==> config.mk <==
export PLATFORM = sky130hd
export DESIGN_NAME = lcd_mode_ctrl
export DESIGN_NICKNAME = d
export VERILOG_FILES = /design/src/lcd_ctrl_pkg.sv /design/src/vop_calc.sv /design/src/temp_sampler.sv /design/src/lcd_mode_ctrl.sv
export VERILOG_INCLUDE_DIRS = /design/src /design/src/src
export SDC_FILE = /design/constraint.sdc
export NUM_CORES = 1
export LEC_CHECK = 0
export BUFFER_PORTS_ARGS = -buffer_cell sky130_fd_sc_hd__buf_2
export CORE_ASPECT_RATIO = 1.75
export CORE_MARGIN = 1.5
export CORE_UTILIZATION = 55
export DETAILED_ROUTE_END_ITERATION = 16
export PLACE_DENSITY = 0.78
export SLEW_MARGIN = 20
export SYNTH_ARGS = -nofsm -noshare
export SYNTH_HDL_FRONTEND = slang
export SYNTH_SLANG_ARGS = --single-unit
==> constraint.sdc <==
create_clock -name clk_sys_i -period 4.25 [get_ports clk_sys_i]
set_input_delay 0.85 -clock clk_sys_i [delete_from_list [all_inputs] [get_ports clk_sys_i]]
set_output_delay 0.85 -clock clk_sys_i [all_outputs]
set_load 0.03 [all_outputs]
==> src/lcd_ctrl_defs.svh <==
/*
 * Offsets, field positions, reset values and timing counts of the LCD control.
 * Assumes a 20 MHz system clock.
 */
`ifndef LCD_CTRL_DEFS_SVH
`define LCD_CTRL_DEFS_SVH

// ****************************************************************
// Register offsets
// ****************************************************************
`define OFS_DISPLAY   4'h0
`define OFS_ADDRESS   4'h1
`define OFS_BIAS      4'h2
`define OFS_POWER     4'h3
`define OFS_VPROG     4'h4
`define OFS_TCOMP     4'h5
`define OFS_OTP       4'h6
`define OFS_STATUS    4'h7
`define OFS_TEMP      4'h8

// ****************************************************************
// Field positions
// ****************************************************************
`define DISP_ON_BIT      0
`define DISP_ALL_BIT     1
`define DISP_INV_BIT     2
`define DISP_VMIR_BIT    3
`define PWR_PUMP_BIT     0
`define PWR_MULT_LSB     1
`define TC_EN_BIT        12
`define OTP_USE_BIT      15

// ****************************************************************
// Reset values and limits
// ****************************************************************
`define RST_DISPLAY   4'h2
`define RST_XADDR     7'h00
`define RST_YADDR     5'h00
`define RST_BIAS      3'h0
`define RST_VPROG     8'h00
`define RST_CAL       6'h00
`define RST_TEMP      7'h00
`define RST_SLOPES    12'h000
`define RST_TC_EN     1'b1
`define X_MAX         7'h5f
`define Y_TOP         5'h11
`define TD_LIMIT      7'h3f

// ****************************************************************
// Timing
// ****************************************************************
`define CLK_HZ            20000000
`define TEMP_PERIOD_S     10
`define TEMP_PERIOD_CYC   (`TEMP_PERIOD_S * `CLK_HZ)

`endif

==> src/lcd_ctrl_pkg.sv <==
/*
 * Types shared by the LCD mode and drive-voltage control files.
 * Assumes nothing of its surroundings.
 */
package lcd_ctrl_pkg;
    typedef enum logic [1:0] {
        MODE_OFF = 2'b00,
        MODE_NORMAL = 2'b01,
        MODE_ALL_ON = 2'b11,
        MODE_INVERSE = 2'b10
    } display_mode_type;

    typedef enum logic [1:0] {
        TEMP_IDLE = 2'b00,
        TEMP_START = 2'b01,
        TEMP_WAIT = 2'b11
    } temp_state_type;
endpackage

==> src/vop_calc.sv <==
/*
 * Operating-voltage code arithmetic: temperature term from the slope
 * codes and the saturating sum of programmed value, calibration and term.
 * Assumes the caller registers the result; purely combinational.
 */
`timescale 1ns/1ps
`default_nettype none
`include "lcd_ctrl_defs.svh"
module vop_calc (
    // Operands
    input wire logic [7:0] programmed_voltage_value_i,
    input wire logic [5:0] calibration_offset_i,
    input wire logic [6:0] temperature_code_i,
    input wire logic compensation_enable_i,
    input wire logic [11:0] slopes_i,
    // Result
    output logic [7:0] operating_voltage_code_o,
    output logic [7:0] temperature_term_o
);
    // Multiplier in quarters: 0,1,2,3,4,5,8,12
    function automatic logic [3:0] slope_quarters(input logic [2:0] code);
        case (code)
            3'h6: slope_quarters = 4'h8;
            3'h7: slope_quarters = 4'hc;
            default: slope_quarters = {1'b0, code};
        endcase
    endfunction

    // Signed clamp of a wide sum into 0..255
    function automatic logic [7:0] sat8(input logic signed [11:0] v);
        if (v < 12'sh000) begin
            sat8 = 8'h00;
        end else if (v > 12'sh0ff) begin
            sat8 = 8'hff;
        end else begin
            sat8 = v[7:0];
        end
    endfunction

    logic [5:0] td;
    logic signed [13:0] vt_q4;
    logic signed [11:0] vt;
    logic signed [11:0] stage1;
    logic [7:0] stage1_sat;

    assign td = (temperature_code_i > `TD_LIMIT) ? 6'h3f : temperature_code_i[5:0];

    // Term in quarters, region picked from the top two code bits
    always_comb begin
        case (td[5:4])
            2'h0: vt_q4 = $signed({10'h0, slope_quarters(slopes_i[5:3])}) * 14'sd16
                        + $signed({10'h0, slope_quarters(slopes_i[2:0])})
                        * $signed({8'h0, 6'd16 - td});
            2'h1: vt_q4 = $signed({10'h0, slope_quarters(slopes_i[5:3])})
                        * $signed({8'h0, 6'd32 - td});
            2'h2: vt_q4 = -($signed({10'h0, slope_quarters(slopes_i[8:6])})
                        * $signed({8'h0, td - 6'd32}));
            default: vt_q4 = -($signed({10'h0, slope_quarters(slopes_i[8:6])}) * 14'sd16)
                        + $signed({10'h0, slope_quarters(slopes_i[11:9])})
                        * $signed({8'h0, td - 6'd48});
        endcase
    end

    // Flooring division of the quarter units keeps the term within 8 bits
    assign vt = compensation_enable_i ? 12'(vt_q4 >>> 2) : 12'sh000;
    assign temperature_term_o = vt[7:0];

    // Two clamped adder stages
    assign stage1 = $signed({4'h0, programmed_voltage_value_i})
                    + $signed({{6{calibration_offset_i[5]}}, calibration_offset_i});
    assign stage1_sat = sat8(stage1);
    assign operating_voltage_code_o = sat8($signed({4'h0, stage1_sat}) + vt);
endmodule
`default_nettype wire

==> src/temp_sampler.sv <==
/*
 * Periodic temperature measurement: starts a conversion at each period end that finds it idle and
 * holds the last 7-bit result.
 * Assumes the sensor answers start with a done pulse; inputs synchronised.
 */
`timescale 1ns/1ps
`default_nettype none
`include "lcd_ctrl_defs.svh"
module temp_sampler
    import lcd_ctrl_pkg::*;
#(
    parameter int unsigned PERIOD_CYC = `TEMP_PERIOD_CYC
) (
    // Clock and reset
    input wire logic clk_sys_i,
    input wire logic rst_n_i,
    // Sensor
    input wire logic sense_done_i,
    input wire logic [6:0] sense_value_i,
    output logic sense_start_o,
    // Result
    output logic [6:0] temperature_code_o
);
    temp_state_type state_q;
    logic [27:0] tick_q;

    always_ff @(posedge clk_sys_i or negedge rst_n_i) begin
        if (!rst_n_i) begin
            tick_q <= 28'h0;
        end else if (tick_q == 28'(PERIOD_CYC - 1)) begin
            tick_q <= 28'h0;
        end else begin
            tick_q <= tick_q + 28'h1;
        end
    end

    // A new period that lands during a conversion is dropped, not queued
    always_ff @(posedge clk_sys_i or negedge rst_n_i) begin
        if (!rst_n_i) begin
            state_q <= TEMP_IDLE;
            sense_start_o <= 1'b0;
        end else begin
            sense_start_o <= 1'b0;
            case (state_q)
                TEMP_IDLE: begin
                    if (tick_q == 28'(PERIOD_CYC - 1)) begin
                        state_q <= TEMP_START;
                        sense_start_o <= 1'b1;
                    end
                end
                TEMP_START: state_q <= TEMP_WAIT;
                TEMP_WAIT: begin
                    if (sense_done_i) begin
                        state_q <= TEMP_IDLE;
                    end
                end
                default: state_q <= TEMP_IDLE;
            endcase
        end
    end

    always_ff @(posedge clk_sys_i or negedge rst_n_i) begin
        if (!rst_n_i) begin
            temperature_code_o <= `RST_TEMP;
        end else if (state_q == TEMP_WAIT && sense_done_i) begin
            temperature_code_o <= sense_value_i;
        end
    end
endmodule
`default_nettype wire

==> src/lcd_mode_ctrl.sv <==
/*
 * Mode and drive-voltage control of a grey-scale LCD row/column driver:
 * display and power-down decode, mirroring, RAM address ranges, bias,
 * pump control and operating-voltage code, plus temperature sampling.
 * Assumes a host instruction decoder writing over a plain register port
 * on the same clock; pins and sensor arrive from outside and are synced.
 */
// Chosen here: the address map and the strobed register port.
// Summary of operation
// - Reset gives power-down, default registers, undefined RAM.
// - Power-down grounds all row and column outputs.
// - Power-down stops oscillator, bias and drive generators; drive discharged.
// - Power-down keeps RAM and accepts RAM writes.
// - Power-down exactly when display-on is 0 and all-pixels-on is 1.
// - Mode comes only from display-on, all-pixels-on and inverse bits.
// - All-pixels-on overrides inverse.
// - Mirror 0: column 0 left, writes run left to right.
// - Mirror 1: column 0 right, writes run right to left.
// - Vertical mirror acts at once without rewrite.
// - 5-bit bank address: codes 0-15 direct, one code for bank 16.
// - Column address spans 0 to 95.
// - 3-bit bias select: alpha 0.00 to 1.05 in 0.15 steps.
// - Bias code zero switches off two column buffers.
// - Bias loads from host or one-time storage.
// - Instructions set pump enable, pump factor and programmed voltage.
// - Voltage code is programmed value plus 6-bit calibration plus 8-bit term.
// - Adder stages clamp at 0 and 255.
// - Temperature measured every 10 seconds; 7-bit code readable.
// - Celsius is 1.875 times code minus 40.
// - Codes above 63 count as 63 for the term.
// - Term added only when compensation enable is 1.
// - Reset zeroes programmed value and calibration; temperature code default.
// - Four host-selectable region slopes, defaults from one-time storage; reset here gives zero slopes, loaded from storage only with use_otp_q set.
// - Slope codes give 0, 0.25, 0.5, 0.75, 1, 1.25, 2, 3.
`timescale 1ns/1ps
`default_nettype none
`include "lcd_ctrl_defs.svh"
module lcd_mode_ctrl #(
    parameter int unsigned TEMP_PERIOD_CYC = `TEMP_PERIOD_CYC
) (
    // Clock and reset
    input wire logic clk_sys_i,
    input wire logic rst_n_i,
    // Register port
    input wire logic [3:0] reg_addr_i,
    input wire logic [15:0] reg_wdata_i,
    input wire logic reg_wr_i,
    input wire logic reg_rd_i,
    output logic [15:0] reg_rdata_o,
    // Pins
    input wire logic horizontal_mirror_input_i,
    // One-time storage
    input wire logic otp_refresh_i,
    input wire logic [5:0] otp_calibration_i,
    input wire logic [2:0] otp_bias_i,
    input wire logic [11:0] otp_slopes_i,
    // RAM write address stepping
    input wire logic ram_write_i,
    output logic [6:0] ram_col_o,
    output logic [4:0] ram_bank_o,
    // Display and analog control
    output lcd_ctrl_pkg::display_mode_type display_mode_o,
    output logic outputs_grounded_o,
    output logic power_down_o,
    output logic osc_enable_o,
    output logic bias_enable_o,
    output logic vlcd_gen_enable_o,
    output logic vlcd_discharge_o,
    output logic column_buffers_off_o,
    output logic vertical_mirror_bit_o,
    output logic [2:0] bias_select_o,
    output logic [1:0] pump_mult_o,
    output logic [7:0] operating_voltage_code_o,
    // Temperature sensor
    input wire logic sense_done_i,
    input wire logic [6:0] sense_value_i,
    output logic sense_start_o
);
    import lcd_ctrl_pkg::*;

    // ****************************************************************
    // Reset release and input synchronisers
    // ****************************************************************
    logic [1:0] rst_sync_q;
    logic rst_n;
    always_ff @(posedge clk_sys_i or negedge rst_n_i) begin
        if (!rst_n_i) begin
            rst_sync_q <= 2'b00;
        end else begin
            rst_sync_q <= {rst_sync_q[0], 1'b1};
        end
    end
    assign rst_n = rst_sync_q[1];

    logic [1:0] mx_sync_q;
    logic [1:0] done_sync_q;
    logic [6:0] tval_meta_q;
    logic [6:0] tval_q;
    logic mx_q;
    always_ff @(posedge clk_sys_i or negedge rst_n) begin
        if (!rst_n) begin
            mx_sync_q <= 2'b00;
            done_sync_q <= 2'b00;
            tval_meta_q <= 7'h00;
            tval_q <= 7'h00;
        end else begin
            mx_sync_q <= {mx_sync_q[0], horizontal_mirror_input_i};
            done_sync_q <= {done_sync_q[0], sense_done_i};
            tval_meta_q <= sense_value_i;
            tval_q <= tval_meta_q;
        end
    end
    assign mx_q = mx_sync_q[1];

    // ****************************************************************
    // Control registers
    // ****************************************************************
    logic display_on_q;
    logic all_pixels_on_bit_q;
    logic inverse_q;
    logic vmirror_q;
    logic pump_on_q;
    logic [1:0] mult_q;
    logic [7:0] programmed_voltage_value_q;
    logic [5:0] calibration_offset_q;
    logic compensation_enable_q;
    logic [11:0] slopes_q;
    logic [2:0] bias_q;
    logic use_otp_q;
    logic [6:0] x_q;
    logic [4:0] y_q;

    function automatic logic hit(input logic [3:0] a, input logic [3:0] ofs);
        hit = reg_wr_i && (a == ofs);
    endfunction

    // Defaults put the device in power-down
    always_ff @(posedge clk_sys_i or negedge rst_n) begin
        if (!rst_n) begin
            {inverse_q, all_pixels_on_bit_q, display_on_q} <= 3'(`RST_DISPLAY);
            vmirror_q <= 1'b0;
        end else if (hit(reg_addr_i, `OFS_DISPLAY)) begin
            display_on_q <= reg_wdata_i[`DISP_ON_BIT];
            all_pixels_on_bit_q <= reg_wdata_i[`DISP_ALL_BIT];
            inverse_q <= reg_wdata_i[`DISP_INV_BIT];
            vmirror_q <= reg_wdata_i[`DISP_VMIR_BIT];
        end
    end

    always_ff @(posedge clk_sys_i or negedge rst_n) begin
        if (!rst_n) begin
            pump_on_q <= 1'b0;
            mult_q <= 2'b00;
        end else if (hit(reg_addr_i, `OFS_POWER)) begin
            pump_on_q <= reg_wdata_i[`PWR_PUMP_BIT];
            mult_q <= reg_wdata_i[`PWR_MULT_LSB +: 2];
        end
    end

    always_ff @(posedge clk_sys_i or negedge rst_n) begin
        if (!rst_n) begin
            programmed_voltage_value_q <= `RST_VPROG;
        end else if (hit(reg_addr_i, `OFS_VPROG)) begin
            programmed_voltage_value_q <= reg_wdata_i[7:0];
        end
    end

    always_ff @(posedge clk_sys_i or negedge rst_n) begin
        if (!rst_n) begin
            use_otp_q <= 1'b0;
        end else if (hit(reg_addr_i, `OFS_OTP)) begin
            use_otp_q <= reg_wdata_i[`OTP_USE_BIT];
        end
    end

    // Calibration is zero until storage is refreshed
    always_ff @(posedge clk_sys_i or negedge rst_n) begin
        if (!rst_n) begin
            calibration_offset_q <= `RST_CAL;
        end else if (otp_refresh_i) begin
            calibration_offset_q <= otp_calibration_i;
        end
    end

    // Host write and storage load share the register; storage wins when enabled
    always_ff @(posedge clk_sys_i or negedge rst_n) begin
        if (!rst_n) begin
            bias_q <= `RST_BIAS;
        end else if (otp_refresh_i && use_otp_q) begin
            bias_q <= otp_bias_i;
        end else if (hit(reg_addr_i, `OFS_BIAS)) begin
            bias_q <= reg_wdata_i[2:0];
        end
    end

    always_ff @(posedge clk_sys_i or negedge rst_n) begin
        if (!rst_n) begin
            slopes_q <= `RST_SLOPES;
            compensation_enable_q <= `RST_TC_EN;
        end else if (otp_refresh_i && use_otp_q) begin
            slopes_q <= otp_slopes_i;
        end else if (hit(reg_addr_i, `OFS_TCOMP)) begin
            slopes_q <= reg_wdata_i[11:0];
            compensation_enable_q <= reg_wdata_i[`TC_EN_BIT];
        end
    end

    // ****************************************************************
    // RAM address counters
    // ****************************************************************
    // Bank codes 16 to 31 other than the top code are folded onto it
    function automatic logic [4:0] bank_fix(input logic [4:0] y);
        bank_fix = y[4] ? `Y_TOP : y;
    endfunction

    always_ff @(posedge clk_sys_i or negedge rst_n) begin
        if (!rst_n) begin
            x_q <= `RST_XADDR;
            y_q <= `RST_YADDR;
        end else if (hit(reg_addr_i, `OFS_ADDRESS)) begin
            x_q <= (reg_wdata_i[6:0] > `X_MAX) ? `X_MAX : reg_wdata_i[6:0];
            y_q <= bank_fix(reg_wdata_i[12:8]);
        end else if (ram_write_i) begin
            // RAM writes continue in power-down
            x_q <= (x_q == `X_MAX) ? 7'h00 : x_q + 7'h01;
        end
    end

    // Mirror only changes where new data lands; old RAM is not moved
    always_ff @(posedge clk_sys_i or negedge rst_n) begin
        if (!rst_n) begin
            ram_col_o <= `RST_XADDR;
            ram_bank_o <= `RST_YADDR;
        end else begin
            ram_col_o <= mx_q ? `X_MAX - x_q : x_q;
            ram_bank_o <= y_q;
        end
    end

    // ****************************************************************
    // Mode decode and power-down
    // ****************************************************************
    display_mode_type mode_d;
    logic pd_d;
    assign pd_d = !display_on_q && all_pixels_on_bit_q;

    always_comb begin
        case ({display_on_q, all_pixels_on_bit_q, inverse_q})
            3'b100: mode_d = MODE_NORMAL;
            3'b101: mode_d = MODE_INVERSE;
            3'b110, 3'b111: mode_d = MODE_ALL_ON;
            default: mode_d = MODE_OFF;
        endcase
    end

    always_ff @(posedge clk_sys_i or negedge rst_n) begin
        if (!rst_n) begin
            display_mode_o <= MODE_OFF;
            power_down_o <= 1'b1;
            outputs_grounded_o <= 1'b1;
            osc_enable_o <= 1'b0;
            bias_enable_o <= 1'b0;
            vlcd_gen_enable_o <= 1'b0;
            vlcd_discharge_o <= 1'b1;
            column_buffers_off_o <= 1'b1;
            vertical_mirror_bit_o <= 1'b0;
            bias_select_o <= `RST_BIAS;
            pump_mult_o <= 2'b00;
        end else begin
            display_mode_o <= mode_d;
            power_down_o <= pd_d;
            outputs_grounded_o <= !display_on_q;
            osc_enable_o <= !pd_d;
            bias_enable_o <= !pd_d;
            vlcd_gen_enable_o <= !pd_d && pump_on_q;
            vlcd_discharge_o <= pd_d;
            column_buffers_off_o <= pd_d || (bias_q == 3'h0);
            vertical_mirror_bit_o <= vmirror_q;
            bias_select_o <= bias_q;
            pump_mult_o <= mult_q;
        end
    end

    // ****************************************************************
    // Temperature and operating voltage
    // ****************************************************************
    logic [6:0] temperature_code;
    logic [7:0] vop_d;
    logic [7:0] vt;

    temp_sampler #(
        .PERIOD_CYC(TEMP_PERIOD_CYC)
    ) u_temp (
        .clk_sys_i(clk_sys_i),
        .rst_n_i(rst_n),
        .sense_done_i(done_sync_q[1]),
        .sense_value_i(tval_q),
        .sense_start_o(sense_start_o),
        .temperature_code_o(temperature_code)
    );

    vop_calc u_vop (
        .programmed_voltage_value_i(programmed_voltage_value_q),
        .calibration_offset_i(calibration_offset_q),
        .temperature_code_i(temperature_code),
        .compensation_enable_i(compensation_enable_q),
        .slopes_i(slopes_q),
        .operating_voltage_code_o(vop_d),
        .temperature_term_o(vt)
    );

    always_ff @(posedge clk_sys_i or negedge rst_n) begin
        if (!rst_n) begin
            operating_voltage_code_o <= 8'h00;
        end else begin
            operating_voltage_code_o <= vop_d;
        end
    end

    // ****************************************************************
    // Read back
    // ****************************************************************
    always_ff @(posedge clk_sys_i or negedge rst_n) begin
        if (!rst_n) begin
            reg_rdata_o <= 16'h0000;
        end else if (reg_rd_i) begin
            case (reg_addr_i)
                `OFS_DISPLAY: reg_rdata_o <= {12'h000, vmirror_q, inverse_q,
                                              all_pixels_on_bit_q, display_on_q};
                `OFS_ADDRESS: reg_rdata_o <= {3'h0, y_q, 1'b0, x_q};
                `OFS_BIAS: reg_rdata_o <= {13'h0000, bias_q};
                `OFS_POWER: reg_rdata_o <= {13'h0000, mult_q, pump_on_q};
                `OFS_VPROG: reg_rdata_o <= {8'h00, programmed_voltage_value_q};
                `OFS_TCOMP: reg_rdata_o <= {3'h0, compensation_enable_q, slopes_q};
                `OFS_OTP: reg_rdata_o <= {use_otp_q, 9'h000, calibration_offset_q};
                `OFS_STATUS: reg_rdata_o <= {vt, 7'h00, power_down_o};
                `OFS_TEMP: reg_rdata_o <= {9'h000, temperature_code};
                default: reg_rdata_o <= 16'h0000;
            endcase
        end else begin
            reg_rdata_o <= 16'h0000;
        end
    end
endmodule
`default_nettype wire

==> flow_summary.toml <==
[route]
drtAntennaViolNets = 0
drcViolationCount = 0
drt-initial-drc-count = 562
vias = 10200
drt_wl_total_mm = 35.6
wire_per_inst_um = 21.0
firstDrtPassIters = 5
vias_per_cell = 5.99

[yosys]
synth_top_family_by_area = "simple AND/OR/NAND/NOR gates"
synthMuxAreaShare = 0.0674
seq_area_frac_synth = 0.360
synthFlopType = "dfrtp_1"
post_synth.cell_area_avg_um2 = 9.49
synth_top_area_cell = "dfrtp_1"
yosys.area_share.simple = 0.174
synth_top_area_frac = 0.348
synth_edf_count = 0
ys_ff_latch = 157
syn_area_um2 = 10900
ys_warn_count = 0
synth_fp_nets = 1329
async_reset_ff_frac = 1.00
synth_area_leaders = "dfrtp_1, ha_1, fa_1, nor2_1, mux2_2"
synthDistinctLibCells = 77
syn-instance-count = 1151
synth_xor_area_frac = 0.0602
synthAdderAreaFrac = 0.165
synth-compound-area-share = 0.126

[timing]
worst_pin_slew_ns = 0.898
slew_viol_final = 0
timing.final.crit_share = 1.43
hold_viol_final = 0
setup_violations = 14
fin_worst_skew_ns = 0.0141
timing.fmax_ghz = 0.164
fin_ws_ns = -1.84
fin_crit_ns = 6.09
grt_setup_unrepaired = "true"
relSlewSlack = 0.400

[clock_network]
cts_buffers = 17
clk_pin_slew_ns = 0.07
cts.sinks = 157
cts_root_buffer = "clkbuf_16"
clock_latency_ns = 0.44
postCtsHoldBufs = 0
htree_levels = 4
max-clock-path-buffers = 2
cts_tree = "done"

[global_routing]
met1_usage = 0.341
grt_util_met3 = 0.0640
top_usage_layer = "met2"
grt_pass1_vias = 10800
track_usage = 0.357
grt_use_met2 = 0.637
grt_max_degree = 68
antenna_found_initial = 1
grt_pass1_wl_mm = 55.2
gr-total-overflow = 0

[power]
vdd_drop_max_v = 0.000432
power.switching_w = 0.00255
share_comb_of_total_power = 0.455
p_clk_frac = 0.249
p_sw_frac = 0.381
p_seq_frac = 0.297
power.leakage_nw = 7.15
p_int_w = 0.00415
powerDensity_nw_per_um2 = 472
power_w = 0.00670

[setup_path]
ff2ff_path_depth = 29
slowest_delay_ns = 0.51
critPathSlowestCell = "fa_1"
worstSetupPathType = "register to register"
end_kind = "register"
worst_ep_required_time_ns = 4.57
path_max_fanout = 8
worstPathArrival_ns = 6.41
start_kind = "register"
crit_top_cell = "buf_4"

[finish]
syn2layout_area_growth_pct = 30.2
nets = 1620
final_cell_mix = "buf_4, dfrtp_1, nor2_1, buf_2, nand2_1"
design_area_um2 = 14200
layout_commonest_cell = "buf_4"
layout-drive-gt1-share = 0.325

[status]
status = "finished with violations"
failed_checks = "negative setup slack"

[die]
fp.dieW_um = 110
fp-row-count = 68
start_util = 0.558
core_um2 = 19600
io_pins = 108
dieHeight_um = 189
die_area_um2 = 20700

[placement]
dpl_cell_area_um2 = 13200
port-buffer-count = 105
dpl.hpwl_mm = 26.6
gp_congestion = 0.961

[min_path]
hp-class = "primary input to asynchronous set/reset pin"

[run]
cap_violations = 0
synth_stat cells (all sizes together) (15+ instances only):
cell type  instances
dfrtp            152
nor2             121
nand2             98
inv               90
ha                86
o21ai             57
a21oi             52
nand3             41
mux2              40
xor2              40
fa                36
xnor2             35
clkbuf            29
mux2i             24
nor2b             24
and3              18
nor3              16
a21o              15
nand2b            15
worst paths after layout:
check	from	slack [ns]	to
min in group clk_sys_i	tval_meta_q[1]	0.35	tval_q[1]
min	rst_n_i	0.18	rst_sync_q[1]
max in group asynchronous	rst_sync_q[1]	2.78	compensation_enable_q
max	u_temp.temperature_code_o[6]	-1.84	operating_voltage_code_o[2]
min reg2reg	tval_meta_q[1]	0.35	tval_q[1]
max reg2reg	u_temp.temperature_code_o[6]	-1.84	operating_voltage_code_o[2]
flip-flops by register name, summed over array words and instances, names as in the netlist, 3 cells and up:
| signal | count |
|---|---|
| bias_q | 3 |
| bias_select_o | 3 |
| calibration_offset_q | 6 |
| operating_voltage_code_o | 8 |
| programmed_voltage_value_q | 8 |
| ram_bank_o | 5 |
| ram_col_o | 7 |
| reg_rdata_o | 16 |
| slopes_q | 12 |
| tval_meta_q | 7 |
| tval_q | 7 |
| u_temp.temperature_code_o | 7 |
| u_temp.tick_q | 28 |
| x_q | 7 |
| y_q | 5 |
layer usage:
metal	vias to the layer above	wire, um
li1	4552	-
met1	4973	11500
met2	458	18700
met3	204	1870
met4	0	3580
met5	-	0
cells by family after synthesis:
logic type,after synthesis
buffers and inverters,127
XOR/XNOR,75
AND/OR/NAND/NOR,395
adder cells (fa/ha/maj),122
flip-flops,157
other,1
AO/OA/AOI/OAI,208
multiplexers,66
what timing repair did:
action                                  CTS  global route
pin swaps                                36            16
resized for setup                        41            23
hold endpoints to repair                  0             0
endpoints found under the setup margin   14            15
setup buffers                             8             8
final cells by class:
class,count,area [um2]
multi-input cells,867,6910
fillers,1360,5360
flip-flops and latches,157,3940
repair buffers,307,2070
clock buffers,19,443
inverters,92,358
well taps,245,307
clock inverters,12,184
diodes,1,2.50
through the flow:
stage	TNS [ns]	instances	util	hold WS, ns	setup slack [ns]
detailed placement	-17.42	1655	0.673	0.340	-1.82
global route	-20.77	1700	0.726	0.173	-2.11
finish	-17.70	1700	0.726	0.178	-1.84
floorplan	-13.07	1151	-	0.331	-1.51
CTS	-15.48	1693	0.718	0.166	-1.68
global placement	-14.80	1655	0.673	0.334	-1.58
worst max-delay path: cells and delay by family (launching register included):
kind                     cells  cell delay (ns)
multiplexers                 1             0.13
XOR/XNOR                     2             0.21
buffers and inverters        5             0.76
AO/OA/AOI/OAI               10             1.75
AND/OR/NAND/NOR              6             0.81
adder cells (fa/ha/maj)      5             1.89
flip-flops                   1             0.41
power by group through the flow:
stage / registers [W] / clock network [W] / logic [W]
4_1_cts: 0.00198 / 0.00168 / 0.00285
3_5_place_dp: 0.00200 / 0 / 0.00271
3_3_place_gp: 0.00200 / 0 / 0.00265
5_1_grt: 0.00201 / 0.00174 / 0.00327
6_report: 0.00199 / 0.00167 / 0.00305
2_1_floorplan: 0.00217 / 0 / 0.00138
Note: power is estimated with default switching activity, not from simulation.
